<file path="config.mk">
export PLATFORM = sky130hd
export DESIGN_NAME = acq_qualifier
export DESIGN_NICKNAME = d
export VERILOG_FILES = /design/src/verilog/analyser_pkg.sv /design/src/verilog/acq_qualifier.sv /design/src/verilog/sample_fifo.sv
export VERILOG_INCLUDE_DIRS = /design/src /design/src/verilog
export SDC_FILE = /design/constraint.sdc
export NUM_CORES = 1
export LEC_CHECK = 0
export ABC_AREA = 1
export BUFFER_PORTS_ARGS = -buffer_cell sky130_fd_sc_hd__buf_4
export CORE_UTILIZATION = 50
export DETAILED_ROUTE_END_ITERATION = 6
export PLACE_DENSITY_LB_ADDON = 0.08
export SLEW_MARGIN = 40
export SYNTH_ARGS = -nofsm -noshare
export SYNTH_HDL_FRONTEND = slang
export SYNTH_SLANG_ARGS = --single-unit
</file>
<file path="constraint.sdc">
create_clock -name ref_clk -period 7.9 [get_ports ref_clk]
set_clock_uncertainty 0.15 [all_clocks]
set_input_delay 1.185 -clock ref_clk [delete_from_list [all_inputs] [get_ports ref_clk]]
set_output_delay 1.185 -clock ref_clk [all_outputs]
set_load 0.005 [all_outputs]
</file>
<file path="src/verilog/analyser_map.svh">
// constants for the acquisition qualifier and run control
`ifndef ANALYSER_MAP_SVH
`define ANALYSER_MAP_SVH
`define DATA_W      16
`define EV_N        4
`define TEST_W      3
`define ADDR_W      8
`define FIFO_DEPTH  8
`define FIRST_TEST  3'h1
`define ADDR_ZERO   8'h00
`define ADDR_ONE    8'h01
`endif

</file>
<file path="src/verilog/analyser_pkg.sv">
// types shared by the acquisition qualifier and run control
package analyser_pkg;
`include "analyser_map.svh"

  typedef enum logic [1:0] {
    MODE_PROG    = 2'b00,
    MODE_DISPLAY = 2'b01,
    MODE_IMMED   = 2'b10,
    MODE_RUN     = 2'b11
  } mode_t;

  typedef enum logic [1:0] {
    PEND_NONE = 2'b00,
    PEND_P2S  = 2'b01,
    PEND_S2P  = 2'b10
  } pend_t;

  typedef struct packed {
    logic                 has_qual_blk;
    logic                 uses_qualify;
    logic [`EV_N-1:0]     blk_sel;
    logic [`EV_N-1:0]     blk_inv;
    logic                 has_trigger;
    logic [`ADDR_W-1:0]   delay;
    logic                 terminated;
    logic                 contradictory;
    logic                 incomplete;
  } program_t;

  typedef struct packed {
    logic start_stop;
    logic immediate;
    logic req_p2s;
    logic req_s2p;
    logic display_store;
    logic show_program;
    logic execute;
  } cmd_t;

  typedef struct packed {
    logic                 store_cmd;
    logic                 trigger_cmd;
    logic                 goto_valid;
    logic [`TEST_W-1:0]   goto_test;
    logic [`EV_N-1:0]     events;
  } test_result_t;

  typedef struct packed {
    logic [`DATA_W-1:0] word;
    logic               trig;
  } sample_t;

endpackage : analyser_pkg

</file>
<file path="src/verilog/acq_qualifier.sv">
// store qualification and run control for a state logic analyser
// Behaviour
// - sample target bus every state cycle while running
// - no qualify anywhere stores every sample
// - global store block evaluated every running cycle
// - with qualify, store on block or command
// - store command overrides false block event
// - block event is OR of optionally inverted events
// - one store block, any number of commands
// - unstored trigger marks last stored or first
// - store decision never moves the sampling instant
// - store with trigger keeps the trigger word
// - start checks program, runs from test one
// - start/stop while running halts, enters display
// - missing final terminator appended on clean start
// - faulty program raises error, stays stopped
// - programs run only from program memory
// - copy to storage swaps when storage holds program
// - storage to program errors when empty, returns
// - transfers wait for explicit execute confirmation
// - display storage acts at once, display mode
// - post-trigger delay counts stored words only
`timescale 1ns/1ps
`include "analyser_map.svh"
module acq_qualifier #(
  parameter int FIFO_DEPTH = `FIFO_DEPTH,
  parameter int ADDR_W     = `ADDR_W
) (
  input  wire logic                          ref_clk,
  input  wire logic                          sys_rst,
  input  wire logic                          state_clk_pin,
  input  wire logic [`DATA_W-1:0]            bus_pin,
  input  wire analyser_pkg::cmd_t            cmd,
  input  wire logic                          prog_load,
  input  wire analyser_pkg::program_t        prog_load_data,
  input  wire analyser_pkg::test_result_t    test_res,
  input  wire logic                          acq_ready,
  output analyser_pkg::mode_t                mode,
  output logic [`TEST_W-1:0]                 active_test,
  output logic                               sample_tick,
  output logic [`DATA_W-1:0]                 sample_word,
  output logic                               acq_wr,
  output logic [ADDR_W-1:0]                  acq_addr,
  output analyser_pkg::sample_t              acq_data,
  output logic [ADDR_W-1:0]                  trig_mark,
  output logic                               trig_valid,
  output logic                               error,
  output logic                               overflow,
  output logic                               storage_has_prog
);
  import analyser_pkg::*;

  generate
    if (ADDR_W != `ADDR_W) begin : g_bad_addr
      $error("acq_qualifier address width must match the delay field");
    end
  endgenerate

  // pin synchronisers, three stages each
  logic               clk_s1;
  logic               clk_s2;
  logic               clk_s3;
  logic               clk_level;
  logic [`DATA_W-1:0] bus_s1;
  logic [`DATA_W-1:0] bus_s2;
  logic [`DATA_W-1:0] bus_s3;

  // program side state
  program_t           prog_mem;
  program_t           store_mem;
  mode_t              prev_mode;
  pend_t              pend;

  // acquisition state
  logic               triggered;
  logic               stored_any;
  logic [ADDR_W-1:0]  push_cnt;
  logic [ADDR_W-1:0]  post_cnt;

  // combinational decisions
  logic               state_edge;
  logic               running;
  logic               run_cycle;
  logic               blk_event;
  logic               store_now;
  logic               push;
  logic               trig_now;
  logic               acq_done;
  logic               fault;
  logic               start_req;
  logic               start_ok;
  logic               start_err;
  logic               stop_req;
  logic               exec_p2s;
  logic               exec_s2p;
  logic               s2p_err;
  logic               fifo_in_ready;
  logic               fifo_out_valid;
  sample_t            fifo_in_data;
  sample_t            fifo_out_data;

  // a level is accepted only when the second and third stages agree
  always_ff @(posedge ref_clk or posedge sys_rst) begin
    if (sys_rst) begin
      clk_s1    <= 1'b0;
      clk_s2    <= 1'b0;
      clk_s3    <= 1'b0;
      clk_level <= 1'b0;
      bus_s1    <= '0;
      bus_s2    <= '0;
      bus_s3    <= '0;
    end else begin
      clk_s1 <= state_clk_pin;
      clk_s2 <= clk_s1;
      clk_s3 <= clk_s2;
      bus_s1 <= bus_pin;
      bus_s2 <= bus_s1;
      bus_s3 <= bus_s2;
      if (clk_s2 == clk_s3) begin
        clk_level <= clk_s3;
      end
    end
  end

  assign state_edge = (clk_s2 == clk_s3) && clk_s3 && !clk_level;
  assign running    = mode == MODE_RUN;

  // the state clock alone fixes when a word is taken
  always_ff @(posedge ref_clk or posedge sys_rst) begin
    if (sys_rst) begin
      sample_tick <= 1'b0;
      sample_word <= '0;
    end else begin
      sample_tick <= state_edge && running;
      if (state_edge && running) begin
        sample_word <= bus_s3;
      end
    end
  end

  // results for the word on sample_word arrive while sample_tick is high
  assign run_cycle = sample_tick && running;

  // the single block lives in program memory, commands come per cycle
  assign blk_event = |((test_res.events ^ prog_mem.blk_inv) & prog_mem.blk_sel);

  // decided in the tick cycle itself, no later results used
  always_comb begin
    store_now = 1'b0;
    if (run_cycle) begin
      if (!prog_mem.uses_qualify) begin
        store_now = 1'b1;
      end else begin
        store_now = (prog_mem.has_qual_blk && blk_event)
                    || test_res.store_cmd;
      end
    end
  end

  // a full buffer loses the word; the target cannot be stalled
  assign push     = store_now && fifo_in_ready;
  assign trig_now = run_cycle && test_res.trigger_cmd && !triggered;
  assign acq_done = running && prog_mem.has_trigger && triggered
                    && post_cnt == prog_mem.delay;

  assign fifo_in_data.word = sample_word;
  assign fifo_in_data.trig = trig_now;

  sample_fifo #(
    .W     ($bits(sample_t)),
    .DEPTH (FIFO_DEPTH)
  ) u_fifo (
    .ref_clk   (ref_clk),
    .sys_rst   (sys_rst),
    .in_valid  (store_now),
    .in_ready  (fifo_in_ready),
    .in_data   (fifo_in_data),
    .out_valid (fifo_out_valid),
    .out_ready (acq_ready),
    .out_data  (fifo_out_data)
  );

  // acquisition memory write port, drained as the memory allows
  always_ff @(posedge ref_clk or posedge sys_rst) begin
    if (sys_rst) begin
      acq_wr   <= 1'b0;
      acq_addr <= '0;
      acq_data <= '0;
    end else begin
      acq_wr <= fifo_out_valid && acq_ready;
      if (fifo_out_valid && acq_ready) begin
        acq_data <= fifo_out_data;
      end
      if (acq_wr) begin
        acq_addr <= acq_addr + `ADDR_ONE;
      end
      if (start_ok) begin
        acq_addr <= `ADDR_ZERO;
      end
    end
  end

  // trigger marker and post-trigger count, kept in push order
  always_ff @(posedge ref_clk or posedge sys_rst) begin
    if (sys_rst) begin
      triggered  <= 1'b0;
      stored_any <= 1'b0;
      push_cnt   <= '0;
      post_cnt   <= '0;
      trig_mark  <= '0;
      trig_valid <= 1'b0;
      overflow   <= 1'b0;
    end else if (start_ok) begin
      triggered  <= 1'b0;
      stored_any <= 1'b0;
      push_cnt   <= '0;
      post_cnt   <= '0;
      trig_mark  <= '0;
      trig_valid <= 1'b0;
      overflow   <= 1'b0;
    end else begin
      if (push) begin
        push_cnt   <= push_cnt + `ADDR_ONE;
        stored_any <= 1'b1;
      end
      if (store_now && !fifo_in_ready) begin
        overflow <= 1'b1;
      end
      if (push && triggered) begin
        post_cnt <= post_cnt + `ADDR_ONE;
      end
      if (trig_now) begin
        triggered  <= 1'b1;
        trig_valid <= 1'b1;
        if (push) begin
          trig_mark <= push_cnt;
        end else if (stored_any) begin
          trig_mark <= push_cnt - `ADDR_ONE;
        end else begin
          trig_mark <= `ADDR_ZERO;
        end
      end
    end
  end

  // start, stop and transfer decisions
  assign fault     = prog_mem.contradictory || prog_mem.incomplete;
  assign start_req = cmd.start_stop && !running;
  assign start_ok  = start_req && !fault;
  assign start_err = start_req && fault;
  assign stop_req  = running && (cmd.start_stop || acq_done);
  assign exec_p2s  = mode == MODE_IMMED && cmd.execute && pend == PEND_P2S;
  assign exec_s2p  = mode == MODE_IMMED && cmd.execute && pend == PEND_S2P;
  assign s2p_err   = exec_s2p && !storage_has_prog;

  // program and storage memories
  always_ff @(posedge ref_clk or posedge sys_rst) begin
    if (sys_rst) begin
      prog_mem         <= '0;
      store_mem        <= '0;
      storage_has_prog <= 1'b0;
    end else begin
      if (prog_load && mode == MODE_PROG) begin
        prog_mem <= prog_load_data;
      end
      if (start_ok && !prog_mem.terminated) begin
        prog_mem.terminated <= 1'b1;
      end
      if (exec_p2s) begin
        store_mem        <= prog_mem;
        storage_has_prog <= 1'b1;
        if (storage_has_prog) begin
          prog_mem <= store_mem;
        end
      end
      if (exec_s2p && storage_has_prog) begin
        prog_mem <= store_mem;
      end
    end
  end

  // operating mode and pending immediate command
  always_ff @(posedge ref_clk or posedge sys_rst) begin
    if (sys_rst) begin
      mode      <= MODE_PROG;
      prev_mode <= MODE_PROG;
      pend      <= PEND_NONE;
    end else begin
      unique case (mode)
        MODE_RUN: begin
          if (stop_req) begin
            mode <= MODE_DISPLAY;
          end
        end
        MODE_IMMED: begin
          if (start_ok) begin
            mode <= MODE_RUN;
            pend <= PEND_NONE;
          end else if (cmd.display_store) begin
            mode <= MODE_DISPLAY;
            pend <= PEND_NONE;
          end else if (cmd.show_program) begin
            mode <= MODE_PROG;
            pend <= PEND_NONE;
          end else if (cmd.execute && pend != PEND_NONE) begin
            mode <= prev_mode;
            pend <= PEND_NONE;
          end else if (cmd.req_p2s) begin
            pend <= PEND_P2S;
          end else if (cmd.req_s2p) begin
            pend <= PEND_S2P;
          end else if (cmd.immediate) begin
            pend <= PEND_NONE;
          end
        end
        MODE_PROG, MODE_DISPLAY: begin
          if (start_ok) begin
            mode <= MODE_RUN;
          end else if (cmd.immediate) begin
            prev_mode <= mode;
            mode      <= MODE_IMMED;
            pend      <= PEND_NONE;
          end
        end
      endcase
    end
  end

  // active test: test one on start, then follow executed jumps
  always_ff @(posedge ref_clk or posedge sys_rst) begin
    if (sys_rst) begin
      active_test <= `FIRST_TEST;
    end else if (start_ok) begin
      active_test <= `FIRST_TEST;
    end else if (run_cycle && test_res.goto_valid) begin
      active_test <= test_res.goto_test;
    end
  end

  // error is a single-cycle pulse per refused request
  always_ff @(posedge ref_clk or posedge sys_rst) begin
    if (sys_rst) begin
      error <= 1'b0;
    end else begin
      error <= start_err || s2p_err;
    end
  end
endmodule : acq_qualifier

</file>
<file path="src/verilog/sample_fifo.sv">
// small first-in first-out buffer for stored samples
`timescale 1ns/1ps
module sample_fifo #(
  parameter int W     = 17,
  parameter int DEPTH = 8
) (
  input  wire logic         ref_clk,
  input  wire logic         sys_rst,
  input  wire logic         in_valid,
  output logic              in_ready,
  input  wire logic [W-1:0] in_data,
  output logic              out_valid,
  input  wire logic         out_ready,
  output logic [W-1:0]      out_data
);
  localparam int PW = $clog2(DEPTH);

  generate
    if (DEPTH < 2 || (1 << PW) != DEPTH) begin : g_bad_depth
      $error("sample_fifo depth must be a power of two, at least 2");
    end
  endgenerate

  logic [W-1:0] mem [DEPTH];
  logic [PW-1:0] wp;
  logic [PW-1:0] rp;
  logic [PW:0]   cnt;
  logic          push;
  logic          pop;

  assign in_ready  = cnt != (PW+1)'(DEPTH);
  assign out_valid = cnt != '0;
  assign out_data  = mem[rp];
  assign push      = in_valid && in_ready;
  assign pop       = out_valid && out_ready;

  always_ff @(posedge ref_clk) begin
    if (push) begin
      mem[wp] <= in_data;
    end
  end

  always_ff @(posedge ref_clk or posedge sys_rst) begin
    if (sys_rst) begin
      wp  <= '0;
      rp  <= '0;
      cnt <= '0;
    end else begin
      if (push) begin
        wp <= wp + 1'b1;
      end
      if (pop) begin
        rp <= rp + 1'b1;
      end
      cnt <= cnt + (PW+1)'(push) - (PW+1)'(pop);
    end
  end
endmodule : sample_fifo

</file>
==> qor.yml, run 1 <==
logic_synthesis:
  syn_nets: 1231
  yosys-top-cells-count: "nand2_1 (206), dfrtp_1 (184), edfxtp_1 (136)"
  synth_edf_count: 136
  ys_ff_latch: 321
  yosysTopAreaCell: "dfrtp_1"
  synth_warnings: 0
  syn_inst: 1157
  netlist_area_mm2: 0.0130
  yosysSeqAreaShare_pct: 67.2
  synthDistinctLibCells: 48
  synth_top_flop_cell: "dfrtp_1"
  ys_top_cells_by_area: "dfrtp_1 (35%), edfxtp_1 (31%), nand2_1 (6.0%), o21ai_0 (4.8%), inv_1 (3.1%)"
  async_reset_ff_share_pct: 57.6
  yosysMostFrequentCell: "nand2_1"
  synth_top_cell_area_share_pct: 35.5
  syn_avg_cell_area_um2: 11.2
place:
  dp_hpwl_um: 15900
  dpl_worst_slack_ps: 4040
  port_buffers: 118
  gp_congestion: 0.794
drt:
  vias: 8317
  vias_per_cell: 5.11
  wl_per_cell_um: 16.1
  remaining_drc_errors: 0
  drt_iter0_drc: 692
  antenna_left: 0
  postRouteWirelength_um: 26100
  first_pass_iters: 4
cts:
  path_clk_slew_ps: 60
  cts_hold_buf: 0
  clk_path_buf_depth: 3
  cts_buffers: 34
  postCtsSetupRepairBufs: 0
  tritoncts: "yes"
  clkLatencyLatePin_ps: 520
  cts-root-buf: "clkbuf_16"
  postCtsResizedCells: 0
  cts_num_sinks: 321
  h-tree-depth: 2
sta:
  fin_crit_sh_pct: 42.0
  rsz0062_at_grt: "false"
  hold_violations: 0
  tns_ps: 0
  slew_headroom_pct: 52.2
  tightestPinTransition_ps: 717
  slew_viol_final: 0
  finalWorstSetupSlack_ps: 4580
  fmax_ghz: 0.301
  setup_viol: 0
  period_minus_slack_ps: 3320
job:
  maxCapViolations: 0
outcome:
  status: "complete, no violations"
grt:
  grt_use_total_pct: 20.4
  grt_pass1_wl_um: 42000
  gr-total-overflow: 0
  antenna_found_initial: 0
  grt_start_max_net_pins: 128
  grt_pass1_vias: 7846
die:
  dieArea_mm2: 0.0266
  start_util_pct: 51.2
  ioPinCount: 120
  die_w_um: 163
  die_y_um: 163
  num_rows: 58
  core-area_mm2: 0.0253
setup_path:
  r2r-end: "u_fifo.mem[6][1]"
  path_max_fanout: 17
  end_kind: "flip-flop"
  cp.arrival_ps: 3390
  worstRegToRegCells: 9
  crit_required_ps: 7970
  criticalPathCategory: "in -> reg"
  rrSetupSlack_ps: 4900
  r2r_start: "mode[1]"
  startpoint_type: "input pin"
final_layout:
  syn2layout_area_growth_pct: 17.9
  finalNetCount: 1346
  antennaDiodeCount: 0
  drive_above_1_share_pct: 18.0
pwr:
  power_mw: 5.30
  power_leakage_nw: 6.64
  power.density_mw_per_mm2: 346
  ir_worst_vdd_v: 0.000196
worst_hold_path:
  hp-start: "bus_s2[6]"
  min_to: "bus_s3[6]"
  min_delay_path_depth: 0
  hold_class: "reg -> reg"
metal layers:
metal | part of all wire, % | global-route usage, %
met3 | 5.3 | 3.96
met5 | 0 | 0
met4 | 1.8 | 4.80
met2 | 45 | 31.1
met1 | 48 | 30.3
power breakdown:
group | switching [mW] | internal, mW | leakage [nW] | total, mW
Clock | 0.627 | 0.917 | 0.529 | 1.54
Sequential | 0.255 | 2.09 | 3.48 | 2.34
Combinational | 0.855 | 0.558 | 2.63 | 1.41
Total | 1.74 | 3.56 | 6.64 | 5.30
logic make-up (layout without fill, tap and decap cells):
logic type      Yosys count  in the layout  share of synthesized area (%)
compound gates          254            254                           12.3
flops                   321            321                           67.2
mux                       1              1                         0.0868
buf+inv                 165            305                           5.30
xor+xnor                 19             19                           1.28
simple gates            383            383                           12.5
fa+ha+maj                14             14                           1.41
worst max path at each step:
stage | start | end | slack (ps) | cells past startpoint
3_5_place_dp | test_res[1] | u_fifo.mem[6][13] | 4040 | 13
3_3_place_gp | test_res[1] | u_fifo.mem[2][12] | 3860 | 12
2_1_floorplan | sys_rst | acq_addr[0] | 1540 | 1
4_1_cts | test_res[3] | u_fifo.mem[6][1] | 4570 | 13
6_report | test_res[2] | u_fifo.mem[6][1] | 4580 | 13
5_1_grt | test_res[2] | u_fifo.mem[6][1] | 4350 | 13
sequential cells by signal (all words and copies together) (netlist names), 2 cells and up:
register     count
u_fifo.mem     136
prog_mem        21
store_mem       21
acq_data        17
bus_s1          16
bus_s2          16
bus_s3          16
sample_word     16
acq_addr         8
post_cnt         8
push_cnt         8
trig_mark        8
u_fifo.cnt       4
active_test      3
u_fifo.rp        3
u_fifo.wp        3
mode             2
pend             2
prev_mode        2
metrics by stage:
stage | utilization, % | hold WS (ps) | instances | area, um2
after detailed placement | 56.1 | 185 | 1566 | 14200
after floorplan | - | 181 | 1157 | 13000
final | 60.4 | 191 | 1627 | 15300
after global placement | 55.8 | 183 | 1563 | 14100
after CTS | 60.4 | 193 | 1627 | 15300
after global routing | 60.4 | 199 | 1627 | 15300
placed cells by master (no fill, tap or decap), types with 5 or more instances in the layout:
cell type    n
a21oi_1     22
dfrtp_1    184
o211ai_1    19
nor2_4       7
nor3_1       8
o21ai_1     22
clkinv_2     5
inv_2        7
buf_4      126
o21ai_0    124
edfxtp_1   136
clkbuf_16   35
nand2_1    206
nor2_1      98
nand4_1      5
o221ai_1    17
o22ai_1     19
o211ai_2    19
ha_1        13
clkbuf_1    13
xor2_1      15
nand3_1     37
inv_1      105
critical path: stages:
cell and delay [ps]:
buf_4 110, nand2_1 50, nand2_1 40, nor2_1 80
nor2_1 50, nand2_1 90, nand2_1 80, nand2_2 150
nand3_4 220, inv_2 280, nand2_1 300, nor3_4 520
buf_8 230
final cells by class:
cell class / instances / area (um2)
clock buffer: 51 / 966
clock inverter: 10 / 124
fill: 2142 / 10000
inverter: 115 / 447
multi-input combinational: 671 / 3650
sequential: 321 / 8710
tap: 330 / 413
timing repair buffer: 129 / 983
Power figures use the tool's default switching activity.
==> run 2: changes to the inputs <==
==> constraint.sdc (replaced) <==
create_clock -name ref_clk -period 2.9 [get_ports ref_clk]
set_clock_uncertainty 0.15 [all_clocks]
set_input_delay 0.435 -clock ref_clk [delete_from_list [all_inputs] [get_ports ref_clk]]
set_output_delay 0.435 -clock ref_clk [all_outputs]
set_load 0.005 [all_outputs]
==> qor.yml, run 2 (synthesis gave the netlist of run 1 again) <==
outcome:
  status: "complete, no violations"
pwr:
  ir_worst_vdd_v: 0.000563
  switching_share_pct: 32.8
  power.density_mw_per_mm2: 930
  clockPowerShare_pct: 28.9
  power_leakage_nw: 6.87
  pwr-share-comb_pct: 27.6
  netSwitchingPower_mw: 4.79
  power_mw: 14.6
  p_int_mw: 9.83
  p_seq_share_pct: 43.5
final_layout:
  ff_latch_area_mm2: 0.00871
  layout_common_cells: "nand2_1 (206), dfrtp_1 (184), buf_4 (140), edfxtp_1 (136), o21ai_0 (124)"
  final_common_cell: "nand2_1"
  finalNetCount: 1387
  antennaDiodeCount: 0
  drive_above_1_share_pct: 18.7
  final_cell_area_mm2: 0.0157
  largest_reg_flops: 136
  top_regs: "u_fifo.mem x136, prog_mem x21, store_mem x21"
  regMostFlops: "u_fifo.mem"
  multi_input_area_mm2: 0.00360
  syn2layout_area_growth_pct: 21.1
  fillCellCount: 2057
drt:
  wl_per_cell_um: 15.7
  postRouteWirelength_um: 26200
  first_pass_iters: 5
  remaining_drc_errors: 0
  drt_iter0_drc: 628
  antenna_left: 0
  vias: 8651
  vias_per_cell: 5.18
sta:
  fmax_ghz: 0.436
  slew_headroom_pct: 53.5
  slew_viol_final: 0
  rsz0062_at_grt: "false"
  setup_viol: 0
  finalWorstSetupSlack_ps: 609
  tightestPinTransition_ps: 698
  hold_violations: 0
  fin_crit_sh_pct: 79.0
  period_minus_slack_ps: 2290
worst_hold_path:
  hold_class: "in -> reg"
grt:
  grt_pass1_vias: 8060
  grt_pass1_wl_um: 42600
  grt_use_total_pct: 20.5
  gr-total-overflow: 0
  antenna_found_initial: 0
  grt_start_max_net_pins: 80
job:
  maxCapViolations: 0
place:
  dpl_worst_slack_ps: 472
  port_buffers: 118
  post_dp_cell_area_mm2: 0.0144
  dp_hpwl_um: 16400
  gp_congestion: 0.829
die:
  core-area_mm2: 0.0253
  ioPinCount: 120
  num_rows: 58
  dieArea_mm2: 0.0266
  die_y_um: 163
  start_util_pct: 51.2
  die_w_um: 163
setup_path:
  criticalPathCategory: "reg -> reg"
  crit_required_ps: 2930
  worstPathCellList: "nand2_4 > inv_2 > nand2_2 > clkinv_2 > nand3_4 > inv_2 > nand2_1 > nor2_1 > buf_4"
  rrSetupSlack_ps: 610
  crit_buf_inv: 4
  critical-path-slowest-cell: "dfrtp_1"
  cpPeakStageDelay_ps: 550
  end_kind: "flip-flop"
  cp.arrival_ps: 2320
  path_max_fanout: 17
  crit_top_cell: "inv_2"
  startpoint_type: "flip-flop"
  cp_top_family: "buffers and inverters"
cts:
  tritoncts: "yes"
  path_clk_slew_ps: 60
  cts_num_sinks: 321
  clkLatencyLatePin_ps: 510
  cts_buffers: 34
  cts-root-buf: "clkbuf_16"
  h-tree-depth: 2
  clk_path_buf_depth: 3
==> run 2: repair_timing <==
| item | CTS | global route |
|---|---|---|
| endpoints found under the setup margin | 0 | 0 |
| hold endpoints to repair | 28 | 0 |
| hold buffers | 21 | 0 |
| resized for setup | 0 | 0 |
| buffers inserted | 0 | 0 |
==> run 2: cell type report <==
cell class	instances	share of cell area, %
Tap cell	330	2.63
Timing Repair Buffer	170	9.17
Clock inverter	17	0.980
Inverter	115	2.78
Clock buffer	45	6.07
Multi-Input combinational cell	671	22.9
Sequential cell	321	55.5
==> run 2: power by group through the flow <==
stage / logic (mW) / registers (mW) / clock network (mW)
3_3_place_gp: 3.95 / 6.42 / 0
5_1_grt: 4.61 / 6.47 / 4.53
3_5_place_dp: 4.03 / 6.44 / 0
2_1_floorplan: 2.65 / 6.28 / 0
6_report: 4.03 / 6.36 / 4.23
4_1_cts: 4.07 / 6.36 / 4.33
==> run 2: stage by stage <==
step	hold WS [ps]	cells	utilization (%)	TNS, ps
2_1_floorplan	181	1157	-	-11540
3_3_place_gp	182	1586	56.8	0
3_5_place_dp	185	1586	56.8	0
4_1_cts	36.0	1669	62.0	0
5_1_grt	53.8	1669	62.0	0
6_report	55.3	1669	62.0	0
==> run 2: routing by layer <==
metal  track usage, %  part of all wire [%]  vias up
met1             32.3                    49     4114
met2             29.6                    43      247
li1                 -                     -     4257
met4             4.55                   1.4        0
met3             3.50                   6.1       33
met5                0                     0        -
==> run 2: path summary, 6_finish.rpt <==
| kind | from | end | depth (start not counted) |
|---|---|---|---|
| max in group asynchronous | sys_rst | bus_s3[12] | 4 |
| setup / recovery | mode[1] | u_fifo.mem[0][2] | 9 |
| hold reg to reg | bus_s2[0] | bus_s3[0] | 0 |
| min in group asynchronous | sys_rst | push_cnt[1] | 3 |
| hold / removal | prog_load_data[15] | prog_mem[15] | 3 |
| setup reg to reg | mode[1] | u_fifo.mem[0][2] | 9 |
==> run 2: worst reg2reg max path: stages (launching register included) <==
cell	delay, ps
dfrtp_1	550
nand2_4	140
inv_2	110
nand2_2	60
clkinv_2	120
nand3_4	90
inv_2	170
nand2_1	170
nor2_1	120
buf_4	290
